===== src/rtl/nvsrc_pkg.sv =====
// package: pin timing, sequence addresses and carrier types for the nvsram host controller
`default_nettype none
package nvsrc_pkg;
   localparam int unsigned CLK_NS        = 10;
   localparam int unsigned ADDR_W        = 13;
   localparam int unsigned DATA_W        = 8;
   // pin phase times in ns, then nv cycle times in ms and us
   localparam int unsigned SETUP_NS      = 20;
   localparam int unsigned STROBE_NS     = 60;
   localparam int unsigned HOLD_NS       = 20;
   localparam int unsigned RECOVER_NS    = 700;
   localparam int unsigned STORE_MS      = 10;
   localparam int unsigned RECALL_US     = 20;
   localparam int unsigned RESTORE_US    = 550;
   localparam int unsigned SETUP_CYC     = (SETUP_NS + CLK_NS - 1) / CLK_NS;
   localparam int unsigned STROBE_CYC    = (STROBE_NS + CLK_NS - 1) / CLK_NS;
   localparam int unsigned HOLD_CYC      = (HOLD_NS + CLK_NS - 1) / CLK_NS;
   localparam int unsigned RECOVER_CYC   = (RECOVER_NS + CLK_NS - 1) / CLK_NS;
   localparam int unsigned STORE_CYC     = STORE_MS * 1000000 / CLK_NS;
   localparam int unsigned RECALL_CYC    = RECALL_US * 1000 / CLK_NS;
   localparam int unsigned RESTORE_CYC   = RESTORE_US * 1000 / CLK_NS;
   localparam int unsigned CNT_W         = 24;
   localparam int unsigned SEQ_LEN       = 6;
   localparam logic [12:0] SEQ_A0        = 13'h0000;
   localparam logic [12:0] SEQ_A1        = 13'h1555;
   localparam logic [12:0] SEQ_A2        = 13'h0aaa;
   localparam logic [12:0] SEQ_A3        = 13'h1fff;
   localparam logic [12:0] SEQ_A4        = 13'h10f0;
   localparam logic [12:0] SEQ_STORE     = 13'h0f0f;
   localparam logic [12:0] SEQ_RECALL    = 13'h0f0e;

   typedef enum logic [2:0] {NVSRC_READ, NVSRC_WRITE, NVSRC_SWSTORE, NVSRC_SWRECALL,
                             NVSRC_HWSTORE} nvsrc_cmd_e;

   typedef struct packed {
      nvsrc_cmd_e        cmd;
      logic [12:0]       addr;
      logic [7:0]        wdata;
   } nvsrc_req_s;

   typedef struct packed {
      logic              chipEnableN;
      logic              writeEnableN;
      logic              outputEnableN;
      logic              storeBusyOutN;
      logic              storeBusyOeN;
      logic [12:0]       addressPins;
      logic [7:0]        dataOut;
      logic              dataOeN;
   } nvsrc_pins_s;
endpackage : nvsrc_pkg
`default_nettype wire


===== src/rtl/nvsrc_cycle.sv =====
// single chip-enable framed bus cycle generator for the nvsram pins
`timescale 1ns/1ps
`default_nettype none
module nvsrc_cycle
   import nvsrc_pkg::*;
(
   input  wire logic              clk,
   input  wire logic              rst,
   input  wire logic              start,
   input  wire logic              isWrite,
   input  wire logic [12:0]       addr,
   input  wire logic [7:0]        wdata,
   input  wire logic [7:0]        dataIn,
   output var  nvsrc_pins_s       pins,
   output logic [7:0]             rdata,
   output logic                   done
);
   import nvsrc_pkg::*;

   typedef enum logic [1:0] {CY_IDLE, CY_SETUP, CY_STROBE, CY_HOLD} nvsrc_cy_e;
   typedef struct packed {
      nvsrc_cy_e   st;
      logic [7:0]  cnt;
      logic        wr;
      nvsrc_pins_s pins;
      logic [7:0]  rdata;
      logic        done;
   } nvsrc_cy_s;

   nvsrc_cy_s s_reg;
   nvsrc_cy_s s_next;

   // data pins pass two flops before being read
   logic [7:0] dqMeta_reg;
   logic [7:0] dqSync_reg;

   always_ff @(posedge clk)
   begin
      dqMeta_reg <= dataIn;
      dqSync_reg <= dqMeta_reg;
   end

   always_comb
   begin
      s_next      = s_reg;
      s_next.done = 1'b0;
      case (s_reg.st)
         CY_IDLE:
         begin
            if (start)
            begin
               s_next.st = CY_SETUP;
               s_next.wr = isWrite;
               s_next.cnt = 8'(SETUP_CYC);
               s_next.pins.addressPins = addr;
               s_next.pins.dataOut = wdata;
               // output enable stays high for writes to avoid contention
               s_next.pins.outputEnableN = isWrite;
            end
         end
         CY_SETUP:
         begin
            s_next.cnt = s_reg.cnt - 8'h01;
            if (s_reg.cnt == 8'h01)
            begin
               // each step framed by a chip enable edge
               s_next.st = CY_STROBE;
               s_next.cnt = 8'(STROBE_CYC);
               s_next.pins.chipEnableN = 1'b0;
               s_next.pins.writeEnableN = ~s_reg.wr;
               s_next.pins.dataOeN = ~s_reg.wr;
            end
         end
         CY_STROBE:
         begin
            s_next.cnt = s_reg.cnt - 8'h01;
            if (s_reg.cnt == 8'h01)
            begin
               s_next.st = CY_HOLD;
               s_next.cnt = 8'(HOLD_CYC);
               s_next.rdata = dqSync_reg;
               s_next.pins.chipEnableN = 1'b1;
               s_next.pins.writeEnableN = 1'b1;
               s_next.pins.outputEnableN = 1'b1;
            end
         end
         CY_HOLD:
         begin
            s_next.cnt = s_reg.cnt - 8'h01;
            if (s_reg.cnt == 8'h01)
            begin
               s_next.st = CY_IDLE;
               s_next.done = 1'b1;
               s_next.pins.dataOeN = 1'b1;
            end
         end
         default: s_next.st = CY_IDLE;
      endcase
   end

   always_ff @(posedge clk)
   begin
      if (rst)
      begin
         s_reg <= '{st: CY_IDLE, cnt: 8'h00, wr: 1'b0, rdata: 8'h00, done: 1'b0,
                    pins: '{chipEnableN: 1'b1, writeEnableN: 1'b1, outputEnableN: 1'b1,
                            storeBusyOutN: 1'b1, storeBusyOeN: 1'b1,
                            addressPins: 13'h0000, dataOut: 8'h00, dataOeN: 1'b1}};
      end
      else
      begin
         s_reg <= s_next;
      end
   end

   assign pins  = s_reg.pins;
   assign rdata = s_reg.rdata;
   assign done  = s_reg.done;
endmodule // nvsrc_cycle
`default_nettype wire


===== src/rtl/nvsrc_host.sv =====
// host controller driving the nvsram pins: reads, writes, software and hardware nv cycles
// What this block does
// - read with chip and output enable low, write enable and busy high.
// - write with chip and write enable low while busy pin is high.
// - six reads ending 0f0f start a store lasting up to 10 ms.
// - six reads ending 0f0e start a recall finishing within 20 us.
// - write enable stays high through all six sequence reads.
// - every sequence step is clocked by a chip enable pulse.
// - an interrupting access aborts the sequence; no nv operation happens.
// - accesses other than sequence steps two to six stay inhibited while the busy pin is held low.
`timescale 1ns/1ps
`default_nettype none
module nvsrc_host
   import nvsrc_pkg::*;
#(
   parameter int unsigned STORE_WAIT   = STORE_CYC,
   parameter int unsigned RESTORE_WAIT = RESTORE_CYC
)
(
   input  wire logic              clk,
   input  wire logic              rst,
   input  wire logic              reqValid,
   input  wire nvsrc_req_s        req,
   output logic                   reqReady,
   output logic                   respValid,
   output logic [7:0]             respData,
   output logic                   chipEnableN,
   output logic                   writeEnableN,
   output logic                   outputEnableN,
   output logic [12:0]            addressPins,
   output logic [7:0]             dataPinsOut,
   output logic                   dataPinsOeN,
   input  wire logic [7:0]        dataPinsIn,
   output logic                   storeBusyOutN,
   output logic                   storeBusyOeN,
   input  wire logic              storeBusyInN
);
   import nvsrc_pkg::*;

   // ----------------------------------------
   // state
   // ----------------------------------------
   typedef enum logic [2:0] {H_BOOT, H_IDLE, H_CYCLE, H_NVWAIT, H_HWLOW, H_HWWAIT,
                             H_RECOVER} nvsrc_st_e;
   typedef struct packed {
      nvsrc_st_e   st;
      logic [CNT_W-1:0] cnt;
      nvsrc_cmd_e  cmd;
      logic [2:0]  step;
      logic [12:0] addr;
      logic [7:0]  wdata;
      logic        ready;
      logic        rvalid;
      logic [7:0]  rdata;
      logic        busyOeN;
   } nvsrc_host_s;

   nvsrc_host_s s_reg;
   nvsrc_host_s s_next;

   logic        busyMeta_reg;
   logic        busySync_reg;
   logic        cyStart;
   logic        cyDone;
   logic [7:0]  cyData;
   nvsrc_pins_s cyPins;

   function automatic logic [12:0] seqAddr(input logic [2:0] idx, input nvsrc_cmd_e c);
      case (idx)
         3'h0:    seqAddr = SEQ_A0;
         3'h1:    seqAddr = SEQ_A1;
         3'h2:    seqAddr = SEQ_A2;
         3'h3:    seqAddr = SEQ_A3;
         3'h4:    seqAddr = SEQ_A4;
         default: seqAddr = (c == NVSRC_SWSTORE) ? SEQ_STORE : SEQ_RECALL;
      endcase
   endfunction

   // busy pin is from the device's domain
   always_ff @(posedge clk)
   begin
      busyMeta_reg <= storeBusyInN;
      busySync_reg <= busyMeta_reg;
   end

   // ----------------------------------------
   // sequencing
   // ----------------------------------------
   always_comb
   begin
      s_next        = s_reg;
      s_next.rvalid = 1'b0;
      cyStart       = 1'b0;
      case (s_reg.st)
         H_BOOT:
         begin
            // nothing touches the array during the power-up recall
            s_next.cnt = s_reg.cnt - CNT_W'(1);
            if (s_reg.cnt == '0)
            begin
               s_next.st = H_IDLE;
               s_next.ready = 1'b1;
            end
         end
         H_IDLE:
         begin
            if (reqValid)
            begin
               s_next.ready = 1'b0;
               s_next.cmd = req.cmd;
               s_next.addr = req.addr;
               s_next.wdata = req.wdata;
               s_next.step = 3'h0;
               if (!busySync_reg)
               begin
                  // device-driven busy: wait it out
                  s_next.st = H_HWWAIT;
               end
               else if (req.cmd == NVSRC_HWSTORE)
               begin
                  s_next.st = H_HWLOW;
                  s_next.busyOeN = 1'b0;
                  s_next.cnt = CNT_W'(STORE_WAIT);
               end
               else
               begin
                  s_next.st = H_CYCLE;
                  cyStart = 1'b1;
               end
            end
         end
         H_CYCLE:
         begin
            if (cyDone)
            begin
               if (s_reg.cmd == NVSRC_READ || s_reg.cmd == NVSRC_WRITE)
               begin
                  s_next.st = H_IDLE;
                  s_next.ready = 1'b1;
                  s_next.rvalid = 1'b1;
                  s_next.rdata = cyData;
               end
               else if (s_reg.step == 3'(SEQ_LEN - 1))
               begin
                  // sixth read triggers; data there is not driven
                  s_next.st = H_NVWAIT;
                  s_next.cnt = (s_reg.cmd == NVSRC_SWSTORE) ? CNT_W'(STORE_WAIT)
                                                            : CNT_W'(RECALL_CYC);
               end
               else
               begin
                  // back to back steps, nothing in between
                  s_next.step = s_reg.step + 3'h1;
                  cyStart = 1'b1;
               end
            end
         end
         H_NVWAIT:
         begin
            // no access while the nv cycle runs
            s_next.cnt = s_reg.cnt - CNT_W'(1);
            if (s_reg.cnt == '0)
            begin
               s_next.st = H_IDLE;
               s_next.ready = 1'b1;
               s_next.rvalid = 1'b1;
               s_next.step = 3'h0;
            end
         end
         H_HWLOW:
         begin
            // hold low for the full store time; device may skip it
            s_next.cnt = s_reg.cnt - CNT_W'(1);
            if (s_reg.cnt == '0)
            begin
               s_next.busyOeN = 1'b1;
               s_next.st = H_HWWAIT;
            end
         end
         H_HWWAIT:
         begin
            if (busySync_reg)
            begin
               s_next.st = H_RECOVER;
               s_next.cnt = CNT_W'(RECOVER_CYC);
            end
         end
         H_RECOVER:
         begin
            // inhibit lift time after busy returns high
            s_next.cnt = s_reg.cnt - CNT_W'(1);
            if (s_reg.cnt == '0)
            begin
               s_next.st = H_IDLE;
               s_next.ready = 1'b1;
               s_next.rvalid = (s_reg.cmd == NVSRC_HWSTORE);
            end
         end
         default: s_next.st = H_IDLE;
      endcase
   end

   always_ff @(posedge clk)
   begin
      if (rst)
      begin
         s_reg <= '{st: H_BOOT, cnt: CNT_W'(RESTORE_WAIT), cmd: NVSRC_READ, step: 3'h0,
                    addr: 13'h0000, wdata: 8'h00, ready: 1'b0, rvalid: 1'b0,
                    rdata: 8'h00, busyOeN: 1'b1};
      end
      else
      begin
         s_reg <= s_next;
      end
   end

   // ----------------------------------------
   // pin cycle engine
   // ----------------------------------------
   logic [12:0] cyAddr;
   logic        cyWrite;
   assign cyWrite = (s_next.cmd == NVSRC_WRITE);
   assign cyAddr  = (s_next.cmd == NVSRC_READ || s_next.cmd == NVSRC_WRITE)
                    ? s_next.addr : seqAddr(s_next.step, s_next.cmd);

   nvsrc_cycle u_cycle (
      .clk     (clk),
      .rst     (rst),
      .start   (cyStart),
      .isWrite (cyWrite),
      .addr    (cyAddr),
      .wdata   (s_next.wdata),
      .dataIn  (dataPinsIn),
      .pins    (cyPins),
      .rdata   (cyData),
      .done    (cyDone)
   );

   // deselected between cycles: chip enable high
   assign chipEnableN   = cyPins.chipEnableN;
   assign writeEnableN  = cyPins.writeEnableN;
   assign outputEnableN = cyPins.outputEnableN;
   assign addressPins   = cyPins.addressPins;
   assign dataPinsOut   = cyPins.dataOut;
   assign dataPinsOeN   = cyPins.dataOeN;
   assign storeBusyOutN = 1'b0;
   assign storeBusyOeN  = s_reg.busyOeN;
   assign reqReady      = s_reg.ready;
   assign respValid     = s_reg.rvalid;
   assign respData      = s_reg.rdata;
endmodule // nvsrc_host
`default_nettype wire


===== config.mk =====
export PLATFORM = sky130hd
export DESIGN_NAME = nvsrc_host
export DESIGN_NICKNAME = d
export VERILOG_FILES = /design/src/rtl/nvsrc_pkg.sv /design/src/rtl/nvsrc_cycle.sv /design/src/rtl/nvsrc_host.sv
export SDC_FILE = /design/constraint.sdc
export NUM_CORES = 1
export LEC_CHECK = 0
export BUFFER_PORTS_ARGS = -buffer_cell sky130_fd_sc_hd__clkbuf_2
export CAP_MARGIN = 20
export CORE_ASPECT_RATIO = 0.7
export CORE_MARGIN = 3
export CORE_UTILIZATION = 65
export CTS_BUF_LIST = sky130_fd_sc_hd__clkbuf_4 sky130_fd_sc_hd__clkbuf_8
export DETAILED_ROUTE_END_ITERATION = 6
export GPL_TIMING_DRIVEN = 1
export PLACE_DENSITY_LB_ADDON = 0.3
export SLEW_MARGIN = 40
export SYNTH_ARGS = -nofsm -noshare
export SYNTH_HDL_FRONTEND = slang
export SYNTH_SLANG_ARGS = --single-unit

===== constraint.sdc =====
create_clock -name clk -period 4.8 [get_ports clk]
set_input_delay 0 -clock clk [delete_from_list [all_inputs] [get_ports clk]]
set_output_delay 0 -clock clk [all_outputs]
set_load 0.1 [all_outputs]

# Yosys cells after proc, flatten, opt, wreduce, memory -nomap -nowiden
# Index checks and enable logic that the tools add are counted.
# word_totals
reg_bits	128
inputBits	36
output_inout_bits	37
word_cells	154
# op_classes
add_sub_neg	3
eq_ne	39
n_mux	57
n_bitwise	2
reduce_logical	28
# op_table
op	count
$pmux W24 S4	1
$mux W27	3
$mux W24	3
$pmux W13 S5	1
$mux W55	1
$mux W10	4
$pmux W10 S4	1
$mux W3	11
$logic_not A24 Y1	1
$ne A2 B2 Y1 const B	12
$sub A24 B1 Y24 const B	1
$eq A3 B3 Y1 const B	7
$mux W21	1
$mux W20	1
$eq A3 B2 Y1 const B	6
$mux W1	15
$pmux W3 S5	1
$mux W13	1
$eq A3 B1 Y1 const B	4
$logic_not A3 Y1	4
$reduce_and A3 Y1	4
$mux W11	1
$ne A2 B1 Y1 const B	5
$pmux W3 S3	1
other kinds (26)	39

# Depth between registers and ports, before layout
# Gate-level depths: netlist (run 1).
# depth
depth_word	9
mapped_depth	10
mapped_depth_nobuf	8

# Hierarchy
# A second synthesis (run 1) with hierarchy kept.
# hier_totals
cells_unflattened	715
area_unflattened_um2	5969.5
# by_module_without_submodules
module	instances	cells_per_inst	area_per_inst_um2	seq_area_each_um2
nvsrc_host	1	454	3578.4	1341.3
nvsrc_cycle	1	261	2391.0	1221.2

# Worst setup path before layout (run 1)
# OpenSTA, ideal clock, no wires.
# synth_timing
path_type	register -> register
start	register s_reg[38] (netlist bit)
end	register s_reg[58] (netlist bit)
setup_time_ps	71
arrival_ps	2062
required_time_ps	4729
setup_slack_ps	2667
path_stages_with_launch	9
n_path_buf	0
period_less_slack_ps	2133
cell_sequence	dfxtp_1 inv_1 ha_1 nor3b_1 and4_1 nand2_1 or4_1 or3_1 a21oi_1
# synth_via
elab_chain_len	2
# synth_rtl
item	line	source
start: declaration	nvsrc_host.sv:58	nvsrc_host_s s_reg;
start signal: assignment	nvsrc_host.sv:207	s_reg <= '{st: H_BOOT, cnt: CNT_W'(RESTORE_WAIT), cmd: NVSRC_READ, step: 3'h0,
start signal: assignment	nvsrc_host.sv:213	s_reg <= s_next;
$sub A24 B1 Y24	--	
$pmux W24 S4	nvsrc_host.sv:94	case (s_reg.st)
# Every way passes these cells.
# A chain may end at the register's enable or synchronous reset.

# Worst setup path in the final report (run 1)
# layout_timing
start	register s_reg[63] (netlist bit)
end	register u_cycle.s_reg (netlist bit u_cycle.pins[17])
# layout_via
elab_chain_len	5
word_cells_on_any_way	18
cone_classes	eq/ne: 8; mux: 6; reduce/logical: 4
# layout_rtl
item	line	source
$eq A3 B2 Y1 or $eq A3 B1 Y1 (tied branches)	nvsrc_host.sv:94	
$pmux W3 S3 or $mux W3 (tied branches)	nvsrc_host.sv:94	
$eq A3 B3 Y1 (tied with other cells)	nvsrc_host.sv:69	case (idx)
$pmux W13 S5 or $logic_or A1 B1 Y1 (tied branches)	nvsrc_host.sv:69, nvsrc_host.sv:223	
$mux W13	nvsrc_host.sv:224	? s_next.addr : seqAddr(s_next.step, s_next.cmd);
end signal: assignment	nvsrc_cycle.sv:105	s_reg <= '{st: CY_IDLE, cnt: 8'h00, wr: 1'b0, rdata: 8'h00, done: 1'b0,
end signal: assignment	nvsrc_cycle.sv:112	s_reg <= s_next;
end: declaration	nvsrc_cycle.sv:30	nvsrc_cy_s s_reg;
# Parallel ways exist; a longest one is shown, timed or not.

==> key figures, run 1 <==
Layout
  • Non-filler cells, final: 857
  • Final net count: 766
  • Core Util, Final: 78.5%
  • Max reg flops: 54
  • Layout cells sized above 1: 17.9%
  • Area delta synth->final: 16.1%

Die
  • Starting Density: 67.6%
  • Die Area: 10100 um^2
  • IO Pins: 73
  • Die height: 85.0 um
  • # rows: 28
  • Die width: 119 um
  • Core ar.: 8580 um^2

STA
  • Smallest hold slack: 0.153 ns
  • Final period utilization: 70.2%
  • Slew Limit Fails: 0
  • Fmax: 297 MHz
  • Final hold violations: 0
  • Worst slew pin tran: 0.803 ns
  • Setup TNS: 0 ns
  • Period minus WS final: 3.37 ns
  • Worst rel slew slack: 46.4%
  • RSZ-0062 raised after global routing: no
  • Final Setup Violations: 0
  • Clock skew: 0.0137 ns

Place
  • IO buf count: 71
  • Dpl hpwl: 9690 um
  • Placed Instances: 792
  • RD Place Congestion: 0.922

Setup path
  • Slowest cell delay on critical path: 0.85 ns
  • Crit path max-delay cell type: dfxtp_1
  • Worst reg-to-reg path cell count: 7
  • R2R setup slack: 1.43 ns
  • Critical Path End Type: flip-flop
  • CP startpoint kind: flip-flop
  • Max FO, Critical Path: 29
  • CP Depth: 7
  • Critical path type: flip-flop to flip-flop
  • CP bufs+invs: 1
  • Reg-to-reg endpoint: u_cycle.pins[17]
  • Arr. time, crit path: 3.66 ns
  • Critical path capture point: u_cycle.pins[17]
  • CP required: 5.09 ns
  • Setup crit start: s_reg[63]
  • CP delay by family, top: simple AND/OR/NAND/NOR gates
  • Cell chain of the critical path: nor3b_2 -> nand3b_1 -> a21boi_2 -> buf_4 -> nand2_1 -> a211oi_1 -> nor3_1
  • Reg2reg start: s_reg[63]

Clock network
  • Clock transition at path regs: 0.08 ns
  • Clk sinks: 128
  • Post-CTS sizing: 0
  • Clock tree buffer depth: 2
  • Cts hold-fix bufs: 33
  • Root buffer cell: clkbuf_8
  • Clock Latency Late Sink: 0.43 ns
  • Post-CTS setup buffers: 0
  • CTS buffer count: 17
  • Htree depth: 4
  • TritonCTS clock tree: done

Logic synthesis
  • Yosys cell types: 74
  • Top-area cell type share of the netlist area: 44.2%
  • Most common flop cell mapped by yosys: dfxtp_1
  • Compound-Gate Fraction of Synth Area: 20.3%
  • Count leader, synth: dfxtp_1
  • Netlist Area Pre-Place: 5800 um^2
  • Synth Area in Adders: 1.29%
  • Simple-Gate Fraction of Synth Area: 21.5%
  • Synth Net Count: 705
  • Ys async rst share: 0%
  • Synth top cells by count: dfxtp_1 (128), nand2_1 (72), nor2_1 (67), a21oi_1 (53), o21ai_0 (43)
  • Post-Syn Area per Cell: 8.75 um^2
  • Number of synthesized flops with an enable pin: 0
  • Area contributors post-synth: dfxtp_1 (44%), nand2_1 (4.7%), a21oi_1 (4.6%)
  • Largest family of logic cells by synthesized area: simple AND/OR/NAND/NOR gates
  • XOR/XNOR Fraction of Synth Area: 1.51%
  • Mux cell area share after synthesis: 4.14%
  • #FFs+latches synth: 128
  • Post-synthesis cell count: 663
  • Synth area leader: dfxtp_1
  • Ys Warns: 0
  • Seq/Total Area, Yosys: 44.2%

Detailed routing
  • Starting DRT DRC Count: 490
  • Vias per cell: 6.12
  • Via count: 5241
  • DRC violation count after routing: 0
  • DRT Pass-1 Iters: 5
  • ANT nets after route: 0
  • Routed len/inst: 17.3 um
  • Final wirelength: 14800 um

Outcome
  • Status: finished clean

Pwr
  • Sequential Power Share: 51.2%
  • Power Total: 2.12 mW
  • Worst ir drop on vdd: 0.328 mV
  • Leak: 2.63 nW
  • Clk network pwr share: 44.7%
  • Power per Cell Area: 315 nW/um^2
  • Net Sw Power: 0.518 mW
  • Sw frac: 24.4%
  • Gate power share: 4.2%
  • Internal: 1.60 mW

Global route
  • Initial antenna violation count: 0
  • Global-route wire length before repair: 24300 um
  • GRT Total Usage: 29.9%
  • Grt ovf: 0
  • Largest net degree at the start of global routing: 93
  • Vias in the first global route: 4861

Min path
  • Hold Crit Class: input port to flip-flop
  • Hold depth: 3

Flow run
  • Max Cap Viol: 0
-- worst register-to-register path: stages, from the launching register on --
cell and delay [ns]:
dfxtp_1 0.85, nor3b_2 0.54, nand3b_1 0.31, a21boi_2 0.45
buf_4 0.36, nand2_1 0.19, a211oi_1 0.42, nor3_1 0.09
-- how the worst min path moves through the flow --
stage | start | endpoint | slack [ns]
finish | rst | respData[7] | 0.15
global route | rst | respData[4] | 0.17
CTS | dataPinsIn[2] | u_cycle.dqMeta_reg[2] | 0.19
detailed placement | dataPinsIn[0] | u_cycle.dqMeta_reg[0] | 0.10
global placement | dataPinsIn[0] | u_cycle.dqMeta_reg[0] | 0.10
floorplan | storeBusyInN | busyMeta_reg | 0.03
-- cell type report --
| class | count | area, um^2 |
|---|---|---|
| diodes | 1 | 2.50 |
| well taps | 120 | 150 |
| clock buffers | 18 | 248 |
| repair buffers | 109 | 727 |
| clock inverters | 13 | 153 |
| multi-input cells | 460 | 2860 |
| flip-flops and latches | 128 | 2560 |
| inverters | 8 | 30.0 |
| fillers | 576 | 1850 |
-- metal layers --
layer  track usage [%]  routed length, um  vias up
met5                 0                  0        -
li1                  -                  -     2478
met1              41.7               6730     2487
met2              46.3               6740      252
met4              7.99                178        0
met3              8.13               1180       24
-- cell families (layout without fill, tap and decap cells) --
family,after synthesis,in the layout
simple gates,241,241
flops,128,128
compound gates,178,178
mux,24,24
buf+inv,75,148
other cells,1,2
fa+ha+maj,6,6
xor+xnor,10,10
-- layout by cell type (no fill, tap or decap), types with 4 or more instances in the layout --
master and instances:
o31ai_1 5, dfxtp_1 127, or4_1 4, a211oi_1 14
clkbuf_2 71, nand2b_1 4, clkbuf_8 18, inv_6 5
buf_4 4, or2_2 5, nor2_1 67, xor2_1 6
nor3b_1 10, o21ai_0 43, a221o_1 7, o21a_1 5
o22a_1 8, nor3_1 20, or3_1 6, nor4_1 6
nand3_1 17, dlygate4sd3_1 33, ha_1 6, a21oi_1 53
nand2_1 72, mux2i_1 24, inv_1 8, nor2b_1 5
a21o_1 7
-- power groups by stage --
stage          clock network [mW]  registers (mW)  logic, mW
2_1_floorplan                   0            1.11     0.0387
3_3_place_gp                    0            1.11     0.0616
3_5_place_dp                    0            1.11     0.0641
4_1_cts                     0.948            1.08     0.0856
5_1_grt                      1.00            1.09     0.0968
6_report                    0.947            1.08     0.0882
-- through the flow --
step	worst slack, ns	area (um^2)
final	1.43	6740
after floorplan	2.67	5800
after CTS	1.24	6730
after detailed placement	1.31	6000
after global placement	1.58	5990
after global routing	1.09	6740
Power figures use the tool's default switching activity.
==> inputs of run 2 (changes only) <==
ABC_AREA = 1   (was not set)
CORE_UTILIZATION = 54   (was 65)
clock period = 2.75 ns   (was 4.8 ns; I/O delays follow)
==> run 2 against run 1 <==
Effect of this change: power increased to 2.9 times the previous value; register-to-register slack worse by 0.97 ns; non-clock buffer count rose by 1; clock power up 81%; clock-buffer cell count is 2 higher; critical path type unchanged; critical endpoint is now u_cycle.pins[15]; largest cell class unchanged; largest power group unchanged.
==> key figures, run 2 <==
Clock network
  • Clock transition at path regs: 0.08 ns
  • Clock Latency Late Sink: 0.43 ns
  • Root buffer cell: clkbuf_8
  • Clock tree buffer depth: 2
  • CTS buffer count: 17
  • TritonCTS clock tree: done
  • Clk sinks: 128
  • Htree depth: 4
  • Post-CTS sizing: 0
  • Post-CTS setup buffers: 0
  • Cts hold-fix bufs: 33

Pwr
  • Power per Cell Area: 881 nW/um^2
  • Leak: 3.14 nW
  • Worst ir drop on vdd: 0.445 mV

Detailed routing
  • DRC violation count after routing: 0
  • Starting DRT DRC Count: 445
  • DRT Pass-1 Iters: 6
  • ANT nets after route: 0
  • Vias per cell: 5.42
  • Final wirelength: 14600 um
  • Via count: 5535
  • Routed len/inst: 14.3 um

Place
  • Dpl hpwl: 10000 um
  • Placed Instances: 957
  • IO buf count: 71
  • RD Place Congestion: 0.886
  • Area post-placement: 6100 um^2
  • Post-Place Setup Slack: 0.514 ns

STA
  • Slew Limit Fails: 0
  • Fmax: 436 MHz
  • Period minus WS final: 2.29 ns
  • Clock skew: 0.0120 ns
  • Final hold violations: 0
  • Worst setup margin: 0.459 ns
  • Final Setup Violations: 0
  • Setup TNS: 0 ns
  • Worst rel slew slack: 63.1%
  • RSZ-0062 raised after global routing: no
  • Final period utilization: 83.3%
  • Worst slew pin tran: 0.555 ns

Logic synthesis
  • Top-area cell type share of the netlist area: 43.5%
  • Seq/Total Area, Yosys: 43.5%
  • Post-synthesis cell count: 803
  • Ys Warns: 0
  • Number of synthesized flops with an enable pin: 0
  • Synth top cells by count: nand2_1 (150), dfxtp_1 (128), nor2_1 (103), a21oi_1 (81), inv_1 (68)
  • Most common flop cell mapped by yosys: dfxtp_1
  • #FFs+latches synth: 128
  • Netlist Area Pre-Place: 5890 um^2
  • Post-Syn Area per Cell: 7.34 um^2
  • Count leader, synth: nand2_1
  • Synth Net Count: 845
  • Area contributors post-synth: dfxtp_1 (43%), nand2_1 (9.6%), a21oi_1 (6.9%)
  • Ys async rst share: 0%
  • Yosys cell types: 47
  • Synth area leader: dfxtp_1

Global route
  • Vias in the first global route: 5188
  • Initial antenna violation count: 0
  • Largest net degree at the start of global routing: 56
  • Global-route wire length before repair: 24400 um
  • GRT Total Usage: 24.9%
  • Grt ovf: 0

Layout
  • Area delta synth->final: 16.4%
  • Final net count: 919
  • Layout cells sized above 1: 16.9%
  • Register area: 2560 um^2
  • Design area: 6860 um^2
  • Non-filler cells, final: 1022
  • Max reg flops: 54
  • Filler instances: 897
  • ANT cells: 0
  • Commonest non-fill, non-tap cell in the layout: nand2_1
  • Commonest non-fill, non-tap cells in the layout: nand2_1 (150), dfxtp_1 (128), nor2_1 (103)
  • Area occupied by multi-input gates: 2690 um^2

Die
  • IO Pins: 73
  • Die height: 93.4 um
  • # rows: 31
  • Die Area: 12200 um^2
  • Die width: 131 um
  • Starting Density: 56.3%
  • Core ar.: 10500 um^2

Setup path
  • CP required: 3.07 ns
  • Critical Path End Type: flip-flop
  • Max FO, Critical Path: 27
  • Critical path type: flip-flop to flip-flop
  • CP startpoint kind: flip-flop
  • Arr. time, crit path: 2.61 ns

Flow run
  • Max Cap Viol: 0

Min path
  • Hold Crit Class: input port to flip-flop

Outcome
  • Status: finished clean
run 2: changes by cell type after synthesis, moves of 10 or more:
cell | before | now
nor2_1 | 67 | 103
a211oi_1 | 14 | 1
nor3b_1 | 10 | 0
nand3_1 | 17 | 37
clkbuf_1 | 23 | 12
inv_1 | 8 | 68
mux2i_1 | 24 | 0
o21ai_0 | 43 | 63
nand2_1 | 72 | 150
a21oi_1 | 53 | 81
run 2: logic make-up after synthesis:
family | count (synthesis) | share of synthesized area (%)
buf+inv | 131 | 10.9
fa+ha+maj | 6 | 1.27
other cells | 1 | 0.0636
compound gates | 172 | 16.0
xor+xnor | 8 | 1.19
flops | 128 | 43.5
simple gates | 357 | 27.1
run 2: through the flow:
| step | util (%) | hold WS (ns) | power, mW |
|---|---|---|---|
| after floorplan | - | 0.0277 | 3.96 |
| after global placement | 58.3 | 0.103 | 4.23 |
| after detailed placement | 58.3 | 0.104 | 4.29 |
| after CTS | 65.5 | 0.00503 | 6.03 |
| after global routing | 65.5 | 0.0249 | 6.39 |
| final | 65.5 | 0.0259 | 6.04 |
run 2: critical path: stages (launching register included):
cell and delay [ns]:
dfxtp_1 0.44, nand2_2 0.13, nor2_4 0.15, inv_4 0.06, nor2_8 0.19, inv_2 0.25
nand2_1 0.15, o21ai_2 0.08, nor2_4 0.35, inv_1 0.13, nand2_1 0.16, a21oi_1 0.09
run 2: power breakdown:
group          leakage [nW]  internal [mW]  switching [mW]
sequential             1.05           2.10           0.192
combinational          1.89          0.580            1.47
clock                 0.208          0.947           0.762
run 2: area by class of cell:
| class | count | share of cell area (%) |
|---|---|---|
| Inverter | 76 | 4.23 |
| Clock buffer | 20 | 3.83 |
| Tap cell | 132 | 2.41 |
| Clock inverter | 12 | 2.34 |
| Multi-Input combinational cell | 544 | 39.2 |
| Sequential cell | 128 | 37.4 |
| Timing Repair Buffer | 110 | 10.7 |
run 2: metal layers:
metal	GRT usage, %	routed length (um)	part of all wire [%]	vias to the layer above
li1	-	-	-	2760
met2	37.9	6500	44	227
met3	5.31	1050	7.2	31
met1	34.8	6830	47	2517
met5	0	0	0	-
met4	8.73	245	1.7	0
run 2: path summary, 6_finish.rpt:
check	start	to	slack (ns)	depth (start not counted)
setup / recovery	s_reg[62]	u_cycle.pins[15]	0.46	11
hold / removal	req[23]	s_reg[37]	0.03	5
setup reg to reg	s_reg[62]	u_cycle.pins[15]	0.46	11
hold reg to reg	u_cycle.dqMeta_reg[0]	u_cycle.dqSync_reg[0]	0.33	0
==> inputs of run 3 (changes only) <==
ABC_AREA = 0   (was 1)
CORE_UTILIZATION = 60   (was 54)
clock period = 2.14 ns   (was 2.75 ns; I/O delays follow)
==> run 3 against run 2 <==
Effect of this change: non-clock buffer count grew 73; power fell by 18%; clock-buffer cell count down 2; critical path type unchanged; the flow now finishes with violations (setup timing); clock skew increased by 0.0045 ns; wire length grew 29%.
==> key figures, run 3 (synthesized netlist as in run 1, its figures left out) <==
Outcome
  • Failing checks: setup timing
  • Status: finished with violations

Global route
  • Global-route wire length before repair: 26300 um
  • Met2 Use GR: 49.7%
  • GRT Total Usage: 31.2%
  • Initial antenna violation count: 0
  • Largest net degree at the start of global routing: 92
  • Global-route met1 utilization: 41.9%
  • GR Util met3: 8.05%
  • Most crowded layer after global routing: met2
  • Grt ovf: 0
  • Vias in the first global route: 5310

Setup path
  • CP startpoint kind: flip-flop
  • Worst reg-to-reg path cell count: 10
  • Crit path max-delay cell type: dfxtp_2
  • Max FO, Critical Path: 3
  • Slowest cell delay on critical path: 0.34 ns
  • Cell chain of the critical path: inv_1 -> ha_2 -> buf_4 -> nor3b_2 -> nand4b_1 -> o21a_1 -> a32o_2 -> a211oi_4 -> buf_6 -> nor3_1
  • Setup crit start: s_reg[33]
  • Reg2reg start: s_reg[33]
  • Arr. time, crit path: 2.57 ns
  • CP Depth: 10
  • CP required: 2.46 ns
  • CP delay by family, top: compound AO/OA/AOI/OAI gates
  • Critical path capture point: u_cycle.pins[19]
  • Critical Path End Type: flip-flop
  • CP bufs+invs: 3
  • Reg-to-reg endpoint: u_cycle.pins[19]
  • Critical path type: flip-flop to flip-flop
  • R2R setup slack: -0.10 ns

Die
  • Starting Density: 62.7%
  • Die Area: 10900 um^2
  • Core ar.: 9250 um^2
  • Die width: 124 um
  • IO Pins: 73
  • # rows: 29
  • Die height: 88.3 um

STA
  • Worst slew pin tran: 0.567 ns
  • RSZ-0062 raised after global routing: yes
  • Final period utilization: 105%
  • Fmax: 446 MHz
  • Clock skew: 0.0165 ns
  • Worst rel slew slack: 62.4%
  • Slew Limit Fails: 0
  • Period minus WS final: 2.24 ns
  • Final hold violations: 0
  • Final Setup Violations: 13
  • Worst setup margin: -0.104 ns

Detailed routing
  • DRT Pass-1 Iters: 6
  • Via count: 5857
  • Vias per cell: 6.27
  • DRC violation count after routing: 0
  • ANT nets after route: 0
  • Routed len/inst: 20.2 um
  • Starting DRT DRC Count: 745
  • Final wirelength: 18900 um

Clock network
  • Root buffer cell: clkbuf_8
  • Clock tree buffer depth: 2
  • Clk sinks: 128
  • Clock Latency Late Sink: 0.46 ns
  • CTS buffer count: 17
  • TritonCTS clock tree: done
  • Clock transition at path regs: 0.08 ns
  • Htree depth: 4

Layout
  • Area delta synth->final: 31.2%
  • Max reg flops: 54
  • Layout cells sized above 1: 30.5%
  • Core Util, Final: 82.3%
  • ANT cells: 0
  • Final net count: 840
  • Commonest non-fill, non-tap cell in the layout: dfxtp_1
  • Non-filler cells, final: 934
  • Commonest non-fill, non-tap cells in the layout: dfxtp_1 (119), nand2_1 (71), clkbuf_2 (71)

Pwr
  • Worst ir drop on vdd: 0.587 mV
  • Power per Cell Area: 649 nW/um^2
  • Leak: 3.08 nW

Min path
  • Hold Crit Class: input port to flip-flop

Flow run
  • Max Cap Viol: 0

Place
  • RD Place Congestion: 0.950
  • Placed Instances: 858
  • IO buf count: 71
  • Dpl hpwl: 10700 um
-- run 3: cell count changes in the layout (fill, tap and decap cells not counted), moves of 23 or more --
| cell | delta |
|---|---|
| a21oi_1 | -29 |
| buf_4 | +60 |
| inv_1 | -62 |
| mux2i_1 | +23 |
| nand2_1 | -79 |
| nor2_1 | -37 |
| o21ai_0 | -24 |
-- run 3: worst min-delay path by stage --
stage	from	end	slack [ns]	depth (start not counted)
finish	rst	s_reg[51]	0.07	5
global route	rst	s_reg[43]	0.09	5
detailed placement	dataPinsIn[2]	u_cycle.dqMeta_reg[2]	0.10	1
floorplan	storeBusyInN	busyMeta_reg	0.03	0
CTS	rst	s_reg[60]	0.06	5
global placement	dataPinsIn[7]	u_cycle.dqMeta_reg[7]	0.10	1
-- run 3: per-layer routing --
layer | up-vias | wire, um
met5 | - | 0
met4 | 0 | 647
met3 | 71 | 1920
met2 | 405 | 8750
met1 | 2759 | 7590
li1 | 2622 | -
-- run 3: layout make-up --
| class | count | area [um^2] |
|---|---|---|
| clock inverter | 13 | 176 |
| sequential | 128 | 2580 |
| fill | 536 | 1640 |
| timing repair buffer | 183 | 1390 |
| tap | 124 | 155 |
| multi-input combinational | 460 | 3040 |
| clock buffer | 18 | 248 |
| inverter | 8 | 30.0 |
-- run 3: timing repair --
item	in CTS	in global routing
cloned	0	2
setup endpoints to repair	16	43
pin swaps	2	15
hold buffers	33	0
resized for setup	10	53
buffers inserted	1	9
endpoints found under the hold margin	41	0
-- run 3: report_power, final --
group	internal (mW)	switching, mW
sequential	2.41	0.0271
combinational	0.119	0.125
clock	1.20	1.06
-- run 3: metrics by stage --
stage | hold WS, ns | power [mW] | TNS (ns) | instance area (um^2) | setup WS (ns)
finish | 0.0664 | 4.94 | -0.840 | 7610 | -0.104
detailed placement | 0.104 | 2.65 | -0.616 | 6500 | -0.156
floorplan | 0.0277 | 2.57 | 0 | 5800 | 0.00697
global placement | 0.103 | 2.65 | 0 | 6500 | 0.00852
CTS | 0.0638 | 4.90 | 0 | 7310 | 0.0000659
global route | 0.0911 | 5.05 | -1.73 | 7610 | -0.137
-- run 3: worst register-to-register path: cells and delay by family, from the launching register on --
kind	cells	cell delay (ns)
compound gates	3	0.87
fa+ha+maj	1	0.17
buf+inv	3	0.34
flops	1	0.34
simple gates	3	0.39
